### src/hw/guest_access_pkg.sv
package guest_access_pkg;

    // Privilege encodings of the hart.
    localparam logic [1:0] PRIV_USER = 2'h0;
    localparam logic [1:0] PRIV_SUPER = 2'h1;
    localparam logic [1:0] PRIV_MACHINE = 2'h3;

    // Operation codes presented by the front end.
    localparam logic [3:0] OP_NONE = 4'h0;
    localparam logic [3:0] OP_LOAD_B = 4'h1;
    localparam logic [3:0] OP_LOAD_BU = 4'h2;
    localparam logic [3:0] OP_LOAD_H = 4'h3;
    localparam logic [3:0] OP_LOAD_HU = 4'h4;
    localparam logic [3:0] OP_LOAD_W = 4'h5;
    localparam logic [3:0] OP_LOAD_WU = 4'h6;
    localparam logic [3:0] OP_LOAD_D = 4'h7;
    localparam logic [3:0] OP_EXEC_HU = 4'h8;
    localparam logic [3:0] OP_EXEC_WU = 4'h9;
    localparam logic [3:0] OP_STORE_B = 4'hA;
    localparam logic [3:0] OP_STORE_H = 4'hB;
    localparam logic [3:0] OP_STORE_W = 4'hC;
    localparam logic [3:0] OP_STORE_D = 4'hD;
    localparam logic [3:0] OP_FENCE_S1 = 4'hE;
    localparam logic [3:0] OP_FENCE_S2 = 4'hF;

    // Access size codes: byte, half, word, double.
    localparam logic [1:0] SIZE_B = 2'h0;
    localparam logic [1:0] SIZE_H = 2'h1;
    localparam logic [1:0] SIZE_W = 2'h2;
    localparam logic [1:0] SIZE_D = 2'h3;

    // Trap kinds.
    localparam logic [1:0] TRAP_NONE = 2'h0;
    localparam logic [1:0] TRAP_ILLEGAL = 2'h1;
    localparam logic [1:0] TRAP_VIRTUAL = 2'h2;

    // Fence scope codes.
    localparam logic [1:0] SCOPE_ALL = 2'h0;
    localparam logic [1:0] SCOPE_ID = 2'h1;
    localparam logic [1:0] SCOPE_ADDR = 2'h2;
    localparam logic [1:0] SCOPE_ADDR_ID = 2'h3;

    // Guest physical fence address is given shifted right by this amount.
    localparam int GPA_SHIFT = 2;

    localparam int XLEN_32 = 32;
    localparam int XLEN_64 = 64;
    localparam int MAX_SPACE_ID_WIDTH_32 = 9;
    localparam int MAX_SPACE_ID_WIDTH_64 = 16;
    localparam int MAX_VM_ID_WIDTH_32 = 7;
    localparam int MAX_VM_ID_WIDTH_64 = 14;

endpackage

### src/hw/guest_access_decode.sv
// How it works
// - Guest loads/stores allowed in machine, hypervisor-supervisor, or user with enable set.
// - Guest accesses translate and protect as if virtualization were on.
// - Privilege select 0 gives guest user access, 1 gives guest supervisor.
// - Guest accesses always two-stage; hypervisor supervisor-user-access bit ignored, guest copy used.
// - Hypervisor exec-readable bit hits both stages; guest copy first stage only.
// - All widths provided; unsigned word and doubleword rejected on 32-bit harts.
// - Exec-loads need execute, not read, in both stages; final attributes need both.
// - Exec-load to execute-only protected memory still takes an access fault.
// - Unsigned-word exec-load is accepted on 32-bit harts.
// - Guest access traps virtual when virtualized, illegal in user without enable.
// - Stage-one fence legal in machine or hypervisor mode; acts as guest fence.
// - Stage-one fence orders stores for reads under the same machine identifier.
// - Stage-one fence: nonzero source one picks an address, two a space id.
// - Space id bits above implemented width are ignored.
// - Stage-one fence filters may be dropped for a global fence.
// - Translation-management trap bits never trap the stage-one fence.
// - Stage-two fence legal in machine, or hypervisor mode with trap bit clear.
// - Stage-two fence: source one is guest physical address >> 2, two a VM id.
// - Stage-two fence flushes matching second-stage or combined entries.
// - Machine id bits above implemented width are ignored.
// - Fences trap virtual when virtualized, illegal in user; stage-two also on trap bit.
`timescale 1ns/10ps

module guest_access_decode #(
    parameter int XLEN = 64,
    parameter int SPACE_ID_LEN = 16,
    parameter int VM_ID_LEN = 14,
    parameter bit GLOBAL_STAGE1_FENCE = 1'b0,
    parameter bit GLOBAL_STAGE2_FENCE = 1'b0
)(
    input wire logic CLK_SYS,
    input wire logic RESETN,
    input wire logic OP_VALID,
    input wire logic [3:0] OP_CODE,
    input wire logic SRC1_IS_ZERO,
    input wire logic SRC2_IS_ZERO,
    input wire logic [XLEN-1:0] SRC1_VALUE,
    input wire logic [XLEN-1:0] SRC2_VALUE,
    input wire logic [1:0] PRIV_MODE,
    input wire logic VIRT_MODE,
    input wire logic USER_GUEST_ACCESS_ENABLE,
    input wire logic GUEST_ACCESS_PRIV_SELECT,
    input wire logic TRAP_TRANSLATION_MGMT,
    input wire logic VIRTUAL_TRAP_TRANSLATION_MGMT,
    input wire logic HS_MAKE_EXEC_READABLE,
    input wire logic VS_MAKE_EXEC_READABLE,
    input wire logic HS_SUPERVISOR_USER_ACCESS,
    input wire logic VS_SUPERVISOR_USER_ACCESS,
    input wire logic [VM_ID_LEN-1:0] CURRENT_VM_ID,
    input wire logic PMP_EXEC_ONLY,
    output logic TRAP_VALID,
    output logic [1:0] TRAP_KIND,
    output logic ACCESS_FAULT,
    output logic MEM_VALID,
    output logic MEM_WRITE,
    output logic [1:0] MEM_SIZE,
    output logic MEM_UNSIGNED,
    output logic [XLEN-1:0] MEM_ADDR,
    output logic MEM_VIRT,
    output logic MEM_GUEST_SUPER,
    output logic MEM_TWO_STAGE,
    output logic MEM_SUPERVISOR_USER_ACCESS,
    output logic MEM_STAGE1_EXEC_READABLE,
    output logic MEM_STAGE2_EXEC_READABLE,
    output logic MEM_NEED_EXEC,
    output logic MEM_FINAL_NEED_EXEC_READ,
    output logic FENCE1_VALID,
    output logic [1:0] FENCE1_SCOPE,
    output logic FENCE1_ALL_GUESTS,
    output logic [XLEN-1:0] FENCE1_ADDR,
    output logic [SPACE_ID_LEN-1:0] FENCE1_SPACE_ID,
    output logic [VM_ID_LEN-1:0] FENCE1_VM_ID,
    output logic FENCE2_VALID,
    output logic [1:0] FENCE2_SCOPE,
    output logic [XLEN+1:0] FENCE2_GPA,
    output logic [VM_ID_LEN-1:0] FENCE2_VM_ID
);

    localparam int MAX_SPACE = (XLEN == guest_access_pkg::XLEN_32)
        ? guest_access_pkg::MAX_SPACE_ID_WIDTH_32
        : guest_access_pkg::MAX_SPACE_ID_WIDTH_64;
    localparam int MAX_VM = (XLEN == guest_access_pkg::XLEN_32)
        ? guest_access_pkg::MAX_VM_ID_WIDTH_32
        : guest_access_pkg::MAX_VM_ID_WIDTH_64;

    // Refuse widths that the identifier slices or the hart cannot serve.
    // Identifier widths may be narrower than the maximum, never wider.
    initial
    begin
        if (XLEN != guest_access_pkg::XLEN_32 &&
            XLEN != guest_access_pkg::XLEN_64)
        begin
            $error("XLEN must be 32 or 64.");
        end
        if (SPACE_ID_LEN < 1 || SPACE_ID_LEN > MAX_SPACE)
        begin
            $error("SPACE_ID_LEN out of range.");
        end
        if (VM_ID_LEN < 1 || VM_ID_LEN > MAX_VM)
        begin
            $error("VM_ID_LEN out of range.");
        end
    end

    // All outputs live in this one register so each comes from a flip-flop.
    // Fields not used by the current answer stay zero.
    typedef struct packed {
        logic trap_valid;
        logic [1:0] trap_kind;
        logic access_fault;
        logic mem_valid;
        logic mem_write;
        logic [1:0] mem_size;
        logic mem_unsigned;
        logic [XLEN-1:0] mem_addr;
        logic mem_virt;
        logic mem_guest_super;
        logic mem_two_stage;
        logic mem_sum;
        logic mem_s1_mxr;
        logic mem_s2_mxr;
        logic mem_need_exec;
        logic mem_final_xr;
        logic f1_valid;
        logic [1:0] f1_scope;
        logic f1_all;
        logic [XLEN-1:0] f1_addr;
        logic [SPACE_ID_LEN-1:0] f1_space;
        logic [VM_ID_LEN-1:0] f1_vm;
        logic f2_valid;
        logic [1:0] f2_scope;
        logic [XLEN+1:0] f2_gpa;
        logic [VM_ID_LEN-1:0] f2_vm;
    } state_s;

    state_s state_reg;
    state_s state_next;

    logic is_load;
    logic is_exec;
    logic is_store;
    logic is_fence1;
    logic is_fence2;
    logic bad_width;
    logic priv_ok;
    logic [1:0] size;
    logic unsgn;

    always_comb
    begin
        is_load = OP_CODE >= guest_access_pkg::OP_LOAD_B &&
            OP_CODE <= guest_access_pkg::OP_LOAD_D;
        is_exec = OP_CODE == guest_access_pkg::OP_EXEC_HU ||
            OP_CODE == guest_access_pkg::OP_EXEC_WU;
        is_store = OP_CODE >= guest_access_pkg::OP_STORE_B &&
            OP_CODE <= guest_access_pkg::OP_STORE_D;
        is_fence1 = OP_CODE == guest_access_pkg::OP_FENCE_S1;
        is_fence2 = OP_CODE == guest_access_pkg::OP_FENCE_S2;
        size = guest_access_pkg::SIZE_B;
        unsgn = 1'b0;
        case (OP_CODE)
            guest_access_pkg::OP_LOAD_BU:
            begin
                unsgn = 1'b1;
            end
            guest_access_pkg::OP_LOAD_H,
            guest_access_pkg::OP_STORE_H:
            begin
                size = guest_access_pkg::SIZE_H;
            end
            guest_access_pkg::OP_LOAD_HU,
            guest_access_pkg::OP_EXEC_HU:
            begin
                size = guest_access_pkg::SIZE_H;
                unsgn = 1'b1;
            end
            guest_access_pkg::OP_LOAD_W,
            guest_access_pkg::OP_STORE_W:
            begin
                size = guest_access_pkg::SIZE_W;
            end
            guest_access_pkg::OP_LOAD_WU,
            guest_access_pkg::OP_EXEC_WU:
            begin
                size = guest_access_pkg::SIZE_W;
                unsgn = 1'b1;
            end
            guest_access_pkg::OP_LOAD_D,
            guest_access_pkg::OP_STORE_D:
            begin
                size = guest_access_pkg::SIZE_D;
            end
            default:
            begin
                size = guest_access_pkg::SIZE_B;
            end
        endcase
        // On a 32-bit hart the exec-load word is a plain word access.
        bad_width = 1'b0;
        if (XLEN == guest_access_pkg::XLEN_32)
        begin
            bad_width = OP_CODE == guest_access_pkg::OP_LOAD_WU ||
                OP_CODE == guest_access_pkg::OP_LOAD_D ||
                OP_CODE == guest_access_pkg::OP_STORE_D;
            if (OP_CODE == guest_access_pkg::OP_EXEC_WU)
            begin
                unsgn = 1'b0;
            end
        end
        priv_ok = 1'b0;
        if (is_load || is_exec || is_store)
        begin
            priv_ok = PRIV_MODE == guest_access_pkg::PRIV_MACHINE ||
                PRIV_MODE == guest_access_pkg::PRIV_SUPER ||
                (PRIV_MODE == guest_access_pkg::PRIV_USER &&
                USER_GUEST_ACCESS_ENABLE);
        end
        else if (is_fence1)
        begin
            // Neither trap bit is read here, so neither can refuse this fence.
            priv_ok = PRIV_MODE == guest_access_pkg::PRIV_MACHINE ||
                PRIV_MODE == guest_access_pkg::PRIV_SUPER;
        end
        else if (is_fence2)
        begin
            priv_ok = PRIV_MODE == guest_access_pkg::PRIV_MACHINE ||
                (PRIV_MODE == guest_access_pkg::PRIV_SUPER &&
                !TRAP_TRANSLATION_MGMT);
        end
    end

    always_comb
    begin
        state_next = '0;
        // A virtualized attempt takes the virtual trap before any privilege
        // or width check, so the hypervisor can emulate the instruction.
        if (OP_VALID && OP_CODE != guest_access_pkg::OP_NONE)
        begin
            if (VIRT_MODE)
            begin
                state_next.trap_valid = 1'b1;
                state_next.trap_kind = guest_access_pkg::TRAP_VIRTUAL;
            end
            else if (!priv_ok || bad_width)
            begin
                state_next.trap_valid = 1'b1;
                state_next.trap_kind = guest_access_pkg::TRAP_ILLEGAL;
            end
            else if (is_load || is_exec || is_store)
            begin
                state_next.mem_valid = 1'b1;
                state_next.mem_write = is_store;
                state_next.mem_size = size;
                state_next.mem_unsigned = unsgn;
                state_next.mem_addr = SRC1_VALUE;
                state_next.mem_virt = 1'b1;
                state_next.mem_guest_super = GUEST_ACCESS_PRIV_SELECT;
                state_next.mem_two_stage = 1'b1;
                // Only the guest copy of the user-access bit is honoured.
                state_next.mem_sum = VS_SUPERVISOR_USER_ACCESS;
                state_next.mem_s1_mxr = HS_MAKE_EXEC_READABLE ||
                    VS_MAKE_EXEC_READABLE;
                state_next.mem_s2_mxr = HS_MAKE_EXEC_READABLE;
                state_next.mem_need_exec = is_exec;
                state_next.mem_final_xr = is_exec;
                state_next.access_fault = is_exec && PMP_EXEC_ONLY;
            end
            else if (is_fence1)
            begin
                state_next.f1_valid = 1'b1;
                state_next.f1_all = GLOBAL_STAGE1_FENCE;
                if (!GLOBAL_STAGE1_FENCE)
                begin
                    state_next.f1_scope = {!SRC1_IS_ZERO,
                        !SRC2_IS_ZERO};
                    state_next.f1_addr = SRC1_IS_ZERO ? '0 : SRC1_VALUE;
                    state_next.f1_space = SRC2_IS_ZERO ? '0 :
                        SRC2_VALUE[SPACE_ID_LEN-1:0];
                    state_next.f1_vm = CURRENT_VM_ID;
                end
            end
            else
            begin
                // The address comes shifted right by two, so it is widened
                // back here to reach beyond the register width.
                state_next.f2_valid = 1'b1;
                if (!GLOBAL_STAGE2_FENCE)
                begin
                    state_next.f2_scope = {!SRC1_IS_ZERO,
                        !SRC2_IS_ZERO};
                    state_next.f2_gpa = SRC1_IS_ZERO ? '0 :
                        {SRC1_VALUE, {guest_access_pkg::GPA_SHIFT{1'b0}}};
                    state_next.f2_vm = SRC2_IS_ZERO ? '0 :
                        SRC2_VALUE[VM_ID_LEN-1:0];
                end
            end
        end
    end

    // Every answer stands for exactly one cycle after the request edge.
    always_ff @(posedge CLK_SYS or negedge RESETN)
    begin
        if (!RESETN)
        begin
            state_reg <= '0;
        end
        else
        begin
            state_reg <= state_next;
        end
    end

    assign TRAP_VALID = state_reg.trap_valid;
    assign TRAP_KIND = state_reg.trap_kind;
    assign ACCESS_FAULT = state_reg.access_fault;
    assign MEM_VALID = state_reg.mem_valid;
    assign MEM_WRITE = state_reg.mem_write;
    assign MEM_SIZE = state_reg.mem_size;
    assign MEM_UNSIGNED = state_reg.mem_unsigned;
    assign MEM_ADDR = state_reg.mem_addr;
    assign MEM_VIRT = state_reg.mem_virt;
    assign MEM_GUEST_SUPER = state_reg.mem_guest_super;
    assign MEM_TWO_STAGE = state_reg.mem_two_stage;
    assign MEM_SUPERVISOR_USER_ACCESS = state_reg.mem_sum;
    assign MEM_STAGE1_EXEC_READABLE = state_reg.mem_s1_mxr;
    assign MEM_STAGE2_EXEC_READABLE = state_reg.mem_s2_mxr;
    assign MEM_NEED_EXEC = state_reg.mem_need_exec;
    assign MEM_FINAL_NEED_EXEC_READ = state_reg.mem_final_xr;
    assign FENCE1_VALID = state_reg.f1_valid;
    assign FENCE1_SCOPE = state_reg.f1_scope;
    assign FENCE1_ALL_GUESTS = state_reg.f1_all;
    assign FENCE1_ADDR = state_reg.f1_addr;
    assign FENCE1_SPACE_ID = state_reg.f1_space;
    assign FENCE1_VM_ID = state_reg.f1_vm;
    assign FENCE2_VALID = state_reg.f2_valid;
    assign FENCE2_SCOPE = state_reg.f2_scope;
    assign FENCE2_GPA = state_reg.f2_gpa;
    assign FENCE2_VM_ID = state_reg.f2_vm;

endmodule

### config.mk
export PLATFORM = sky130hd
export DESIGN_NAME = guest_access_decode
export DESIGN_NICKNAME = d
export VERILOG_FILES = /design/src/hw/guest_access_pkg.sv /design/src/hw/guest_access_decode.sv
export SDC_FILE = /design/constraint.sdc
export NUM_CORES = 1
export LEC_CHECK = 0
export BUFFER_PORTS_ARGS = -buffer_cell sky130_fd_sc_hd__buf_4
export CORE_AREA = 2 2 163 165
export CTS_CLUSTER_DIAMETER = 50
export DETAILED_ROUTE_END_ITERATION = 10
export DIE_AREA = 0 0 165 167
export PLACE_DENSITY_LB_ADDON = 0.12
export SYNTH_ARGS = -nofsm -noshare
export SYNTH_HDL_FRONTEND = slang
export SYNTH_SLANG_ARGS = --single-unit
export TNS_END_PERCENT = 100
### constraint.sdc
create_clock -name CLK_SYS -period 1.2 [get_ports CLK_SYS]
set_input_delay 0.24 -clock CLK_SYS [delete_from_list [all_inputs] [get_ports CLK_SYS]]
set_output_delay 0.24 -clock CLK_SYS [all_outputs]
set_load 0.05 [all_outputs]
== Word level (Yosys, flattened, before mapping) ==
Cells that the tools add are included.

* $lt $le $gt $ge: 4
* Multiplexer cells: 18
* Reductions and logical operators: 22
* Equality and inequality tests: 15

{| class="wikitable"
|+ Operator list
! kind !! number
|-
| $mux W259 || 2
|-
| $mux W262 || 1
|-
| $mux W181 || 1
|-
| $mux W98 || 1
|-
| $mux W83 || 1
|-
| $mux W78 || 1
|-
| $mux W66 || 1
|-
| $mux W64 || 1
|-
| $eq A4 B4 Y1 const B || 7
|-
| $eq A4 B3 Y1 const B || 4
|-
| $mux W16 || 1
|-
| $mux W14 || 1
|-
| $eq A4 B2 Y1 const B || 2
|-
| $reduce_or A4 Y1 || 2
|-
| $logic_or A1 B1 Y1 || 7
|-
| $logic_and A1 B1 Y1 || 6
|-
| $mux W3 || 2
|-
| $pmux W2 S3 || 1
|-
| $reduce_or A5 Y1 || 1
|-
| $ge A4 B1 Y1 const B || 1
|-
| $ge A4 B4 Y1 const B || 1
|-
| $le A4 B3 Y1 const B || 1
|-
| $le A4 B4 Y1 const B || 1
|-
| $mux W1 || 4
|-
| other kinds (6) || 8
|}

* Logic and storage cells: 85
* Register bits after elaboration: 262
* Input bits: 163

== Depth between registers and ports, before layout ==
Gate-level depths: netlist of the first run.

* Word-level depth: 9
* Gate-level depth with buffers: 7
* Depth with buffers taken out: 4

== Worst setup path after synthesis of the first run ==
No wires, ideal clock.

* Path type: input -> register
* Start point: input OP_CODE[0]
* End point: register state_reg, in the netlist MEM_ADDR[10]
* Stages: 7
* Setup slack: -0.415 ns
* Data arrival time: 1.496 ns
* Buffers on the path: 3
* Path through: buf_2 or4_4 nand2_4 nor3_2 clkbuf_2 buf_6 and2_1

{| class="wikitable"
|+ RTL lines
! what !! line !! source
|-
| start: declaration || guest_access_decode.sv:35 || <nowiki>input wire logic [3:0] OP_CODE,</nowiki>
|-
| end signal: assignment || guest_access_decode.sv:310 || <nowiki>state_reg <= state_next;</nowiki>
|-
| end: declaration || guest_access_decode.sv:137 || <nowiki>state_s state_reg;</nowiki>
|}

== Worst setup path after layout of the first run ==
* Start point: register state_reg, in the netlist MEM_TWO_STAGE
* End point: output MEM_TWO_STAGE

{| class="wikitable"
|+ RTL lines
! what !! line !! source
|-
| end: declaration || guest_access_decode.sv:62 || <nowiki>output logic MEM_TWO_STAGE,</nowiki>
|}

No word-level cell between the ends.

==> results of run 1 <==
## final timing paths
path	to	cells after the start	from
worst max-delay path	MEM_TWO_STAGE	1	MEM_TWO_STAGE
min in group asynchronous	FENCE2_GPA[46]	2	RESETN
worst min-delay path	TRAP_VALID	3	OP_VALID
max in group asynchronous	FENCE1_ADDR[47]	3	RESETN
## timing repair
item	in CTS	in global routing
setup endpoints to repair	259	259
pin swaps	0	0
hold buffers	102	0
gates resized for setup	254	3
hold endpoints to repair	471	0
## metrics by stage
| step | instance area, um^2 | utilization [%] | hold slack [ps] |
|---|---|---|---|
| CTS | 15200 | 59.0 | 17.3 |
| finish | 15200 | 59.1 | 45.4 |
| global route | 15200 | 59.1 | 27.6 |
| detailed placement | 12200 | 47.3 | 184 |
| global placement | 12200 | 47.3 | 182 |
| floorplan | 8660 | - | -55.6 |
## routing by layer
| layer | vias to the layer above | global-route usage (%) |
|---|---|---|
| met5 | - | 0 |
| met4 | 0 | 5.97 |
| met3 | 48 | 4.73 |
| met2 | 240 | 33.1 |
| met1 | 3081 | 22.0 |
| li1 | 2961 | - |
## registers in the layout, summed over array words and instances (netlist names)
register,cells
MEM_WRITE,1
FENCE1_SPACE_ID,16
FENCE2_GPA,64
MEM_SUPERVISOR_USER_ACCESS,1
MEM_SIZE,2
FENCE2_SCOPE,2
FENCE1_ADDR,64
MEM_STAGE2_EXEC_READABLE,1
FENCE2_VM_ID,14
MEM_FINAL_NEED_EXEC_READ,1
FENCE2_VALID,1
MEM_GUEST_SUPER,1
FENCE1_VALID,1
MEM_ADDR,64
FENCE1_VM_ID,14
TRAP_VALID,1
MEM_STAGE1_EXEC_READABLE,1
FENCE1_SCOPE,2
MEM_TWO_STAGE,1
MEM_UNSIGNED,1
ACCESS_FAULT,1
TRAP_KIND,2
## report_power, final
part / switching [mW] / internal [mW] / total (mW)
clock network: 3.59 / 5.79 / 9.38
registers: 0.0472 / 8.73 / 8.78
logic: 0.984 / 0.862 / 1.85
total: 4.62 / 15.4 / 20.0
## synthesized netlist by cell type (2+ instances only)
cell / count
buf_2: 3
inv_1: 3
and3_1: 3
o21ai_0: 3
a21oi_1: 2
nand2b_1: 15
or3_1: 2
clkbuf_1: 17
nor3_1: 21
dfrtp_1: 256
nor2b_1: 3
clkbuf_2: 10
or4_4: 2
nand2_1: 3
buf_4: 9
and2_1: 192
nor2_1: 35
nand3_1: 20
## cells by family (layout without fill, tap and decap cells)
family          after synthesis  count (layout)  synth area share [%]
compound gates                9               9                 0.847
xor+xnor                      2               2                 0.204
simple gates                306             306                  21.5
buf+inv                      43             581                  2.56
other cells                   1               3                0.0438
mux                           1               1                 0.117
flops                       256             256                  74.8
## area by class of cell
cell class | instances | area (um^2) | area share [%]
flip-flops and latches | 256 | 6410 | 42.1
repair buffers | 524 | 5340 | 35.1
multi-input cells | 321 | 1990 | 13.1
clock buffers | 41 | 883 | 5.81
well taps | 335 | 419 | 2.76
clock inverters | 13 | 164 | 1.08
inverters | 3 | 11.3 | 0.0740
==> impl_metrics.json, run 1 <==
{
  "status": "finished, violations left",
  "violations": "setup timing",
  "syn_area_um2": 8570,
  "route.top_layer_used": "met4",
  "path_cells": "buf_6",
  "routed-wl-met3_mm": 1.92,
  "final_cell_mix": "buf_6 (257), dfrtp_1 (256), and2_1 (192), buf_4 (150), dlygate4sd3_1 (102)",
  "ctsLongestPathBuffers": 3,
  "hold_violations": 0,
  "avgSynthCellArea_um2": 13.9,
  "row_count": 59,
  "routedLengthMet1_mm": 9.73,
  "cts_root_buf": "clkbuf_16",
  "worst_path_largest_cell_delay_ps": 420,
  "setup_tns_ps": -28020,
  "synth_top_area_share_pct": 74.8,
  "drv_cap": 0,
  "max_freq_ghz": 0.723,
  "cts_tree": "done",
  "grt_use_total_pct": 18.7,
  "relSlewSlack_pct": 65.0,
  "drtPass1Iterations": 4,
  "min_period_over_period_pct": 115,
  "wl_met2_mm": 13.5,
  "end_kind": "primary output",
  "worst-slew-pin-transition_ps": 523,
  "drcViolationCount": 0,
  "vias": 6330,
  "port_buffers": 371,
  "routedWlPerCell_um": 17.3,
  "die_area_um2": 27600,
  "final_common_cell": "buf_6",
  "place_hpwl_mm": 18.1,
  "synth_ff_type": "dfrtp_1",
  "cts_setup_buffers": 0,
  "drtAntennaViolNets": 0,
  "critPathArrivalTime_ps": 1140,
  "vias_per_cell": 4.24,
  "antenna_found_initial": 0,
  "htree_levels": 1,
  "area_delta_synth_final_pct": 77.6,
  "io_pins": 425,
  "grt-ovfl-total": 0,
  "routed_wl_mm": 25.8,
  "first_iter_violations": 189,
  "synthTopCellsByArea": "dfrtp_1 (75%), and2_1 (14%), nor2_1 (1.5%), nor3_1 (1.2%), nand3_1 (1.2%)",
  "path_buf_inv": 1,
  "grt_max_degree": 44,
  "instances_no_fill": 1493,
  "synth_edf_count": 0,
  "clkSinkCount": 256,
  "diodes": 0,
  "grt_pass1_vias": 6857,
  "ys_seq_area_share_pct": 74.8,
  "clk_pin_slew_ps": 60,
  "grt_first_pass_wirelength_mm": 39.6,
  "coreArea_um2": 25800,
  "dp.cells": 1337,
  "fill_cells": 2091,
  "gp_congestion": 0.770,
  "yosysWarnings": 0,
  "setup_viol": 259,
  "yosys.area.top_type": "dfrtp_1",
  "dp_slack_ps": -490,
  "power_density_nw_per_um2": 1310,
  "drive_gt1_share_pct": 42.4,
  "ys_seq_elements": 256,
  "critPathTopFamily": "flip-flops",
  "setup_ws_ps": -182,
  "crit_slowest_cell": "dfrtp_1",
  "drv_slew": 0,
  "dieWidth_um": 165,
  "crit_path_start_kind": "flop",
  "criticalPathCategory": "reg -> out",
  "initial_core_util_pct": 33.3,
  "synthDistinctLibCells": 37,
  "nets": 1299,
  "hold_path_class": "in -> reg",
  "synth-async-reset-ratio_pct": 100,
  "synthCells": 618,
  "power.total_mw": 20.0,
  "vdd_drop_max_mv": 1.07,
  "cellLeakagePower_nw": 7.73,
  "period_needed_ps": 1380,
  "rsz0062_at_grt": "yes",
  "crit_path_max_fanout": 3,
  "die_h_um": 167,
  "crit_required_ps": 960,
  "cts_made_buffers": 30
}
Note: power is estimated with default switching activity, not from simulation.
==> run 2, diff against run 1 <==
--- a/config.mk
+++ b/config.mk
@@ -11,6 +11,7 @@
 export DETAILED_ROUTE_END_ITERATION = 10
 export DIE_AREA = 0 0 165 167
 export PLACE_DENSITY_LB_ADDON = 0.12
+export RECOVER_POWER = 100
 export SYNTH_ARGS = -nofsm -noshare
 export SYNTH_HDL_FRONTEND = slang
 export SYNTH_SLANG_ARGS = --single-unit
==> run 2 against run 1 <==
Net effect:
- the flow still finishes with violations (setup timing)
- clock power barely moved
- final cell count did not move
- count of clock-buffer cells in the layout did not move
- utilization fell by 0.46 points
- flip-flop and latch count did not move
- highest routed layer unchanged
==> impl_metrics.json, run 2 (synthesis gave the netlist of run 1 again) <==
{
  "setup_ws_ps": -183,
  "power.total_mw": 20.0,
  "hold_slack_ps": 43.8,
  "drtPass1Iterations": 4,
  "criticalPathCategory": "reg -> out",
  "multi_input_area_um2": 1970,
  "grt_use_total_pct": 18.7,
  "dieWidth_um": 165,
  "power_density_nw_per_um2": 1320,
  "hold_path_class": "in -> reg",
  "setup_viol": 429,
  "grt_max_degree": 44,
  "routedWlPerCell_um": 17.3,
  "fill_cells": 2110,
  "holdCritStartpoint": "OP_CODE[1]",
  "diodes": 0,
  "hold_violations": 0,
  "die_area_um2": 27600,
  "final_cell_mix": "buf_6 (261), dfrtp_1 (256), and2_1 (192), buf_4 (139), dlygate4sd3_1 (102)",
  "io_pins": 425,
  "vias": 6303,
  "dp_slack_ps": -490,
  "cts_tree": "done",
  "vdd_drop_max_mv": 1.07,
  "register_area_um2": 6410,
  "drcViolationCount": 0,
  "place_hpwl_mm": 18.1,
  "hold_path_depth": 3,
  "crit_required_ps": 960,
  "utilization_pct": 58.6,
  "critPathTopFamily": "flip-flops",
  "period_needed_ps": 1380,
  "final_common_cell": "buf_6",
  "crit_path_start_kind": "flop",
  "path_cells": "buf_6",
  "status": "finished, violations left",
  "worst-slew-pin-transition_ps": 687,
  "cts_root_buf": "clkbuf_16",
  "routed_wl_mm": 25.9,
  "vias_per_cell": 4.22,
  "max_freq_ghz": 0.723,
  "crit_path_max_fanout": 3,
  "min_period_over_period_pct": 115,
  "path_buf_inv": 1,
  "cts_made_buffers": 30,
  "initial_core_util_pct": 33.3,
  "ctsLongestPathBuffers": 3,
  "die_h_um": 167,
  "end_kind": "primary output",
  "drv_slew": 0,
  "critPathArrivalTime_ps": 1140,
  "dp.cells": 1337,
  "instances_no_fill": 1493,
  "drive_gt1_share_pct": 42.0,
  "htree_levels": 1,
  "drtAntennaViolNets": 0,
  "antenna_found_initial": 0,
  "nets": 1299,
  "grt_first_pass_wirelength_mm": 39.6,
  "worst_path_largest_cell_delay_ps": 410,
  "grt_pass1_vias": 6857,
  "cellLeakagePower_nw": 7.69,
  "clk_pin_slew_ps": 60,
  "clkSinkCount": 256,
  "port_buffers": 371,
  "hold_end": "TRAP_KIND[0]",
  "area_delta_synth_final_pct": 76.2,
  "first_iter_violations": 220,
  "rsz0062_at_grt": "yes",
  "drv_cap": 0,
  "grt-ovfl-total": 0,
  "relSlewSlack_pct": 54.2,
  "crit_slowest_cell": "dfrtp_1",
  "row_count": 59,
  "violations": "setup timing",
  "gp_congestion": 0.770,
  "coreArea_um2": 25800
}
run 2: cell count changes in the layout (fill, tap and decap cells not counted), sizes merged:
| cell | change |
|---|---|
| clkbuf | +11 |
| buf | -11 |
run 2: power by group:
part           switching, mW  internal, mW
logic                  0.976         0.828
registers             0.0472          8.73
clock network           3.59          5.79
run 2: worst max path at each step:
stage / slack (ps) / start / cells past startpoint / to
after global placement: -450 / VIRT_MODE / 6 / FENCE2_VM_ID[8]
after CTS: -200 / MEM_TWO_STAGE / 1 / MEM_VALID
after global routing: -230 / MEM_TWO_STAGE / 1 / MEM_TWO_STAGE
after detailed placement: -490 / VIRT_MODE / 6 / FENCE2_VM_ID[12]
final: -180 / MEM_TWO_STAGE / 1 / MEM_TWO_STAGE
after floorplan: -370 / OP_CODE[0] / 7 / MEM_ADDR[10]
run 2: area by class of cell:
type / instances / share of cell area, %
timing repair buffer: 524 / 34.7
clock inverter: 13 / 1.09
multi-input combinational: 321 / 13.1
sequential: 256 / 42.4
tap: 335 / 2.78
clock buffer: 41 / 5.85
inverter: 3 / 0.0746
run 2: worst min-delay path, cell delays in order:
cell and delay, ps:
buf_4 150, nand3_4 70, a311oi_1 80
run 2: timing repair:
item / 4_1_cts / 5_1_grt
cloned: 0 / 0
hold buffers: 102 / 0
setup endpoints to repair: 259 / 259
buffers inserted: 0 / 0
endpoints found under the hold margin: 471 / 0
resized for setup: 254 / 3
run 2: per-stage QoR:
stage	TNS, ps	area, um^2
floorplan	-58470	8660
global route	-58280	15100
global placement	-88970	12200
finish	-34450	15100
detailed placement	-95140	12200
CTS	-36130	15200
run 2: metal layers:
metal	track usage [%]	wire length, um	part of all wire [%]	up-vias
met2	33.1	13500	52	241
met3	4.73	1900	7.3	49
met4	5.97	709	2.7	0
li1	-	-	-	2957
met5	0	0	0	-
met1	22.0	9810	38	3056
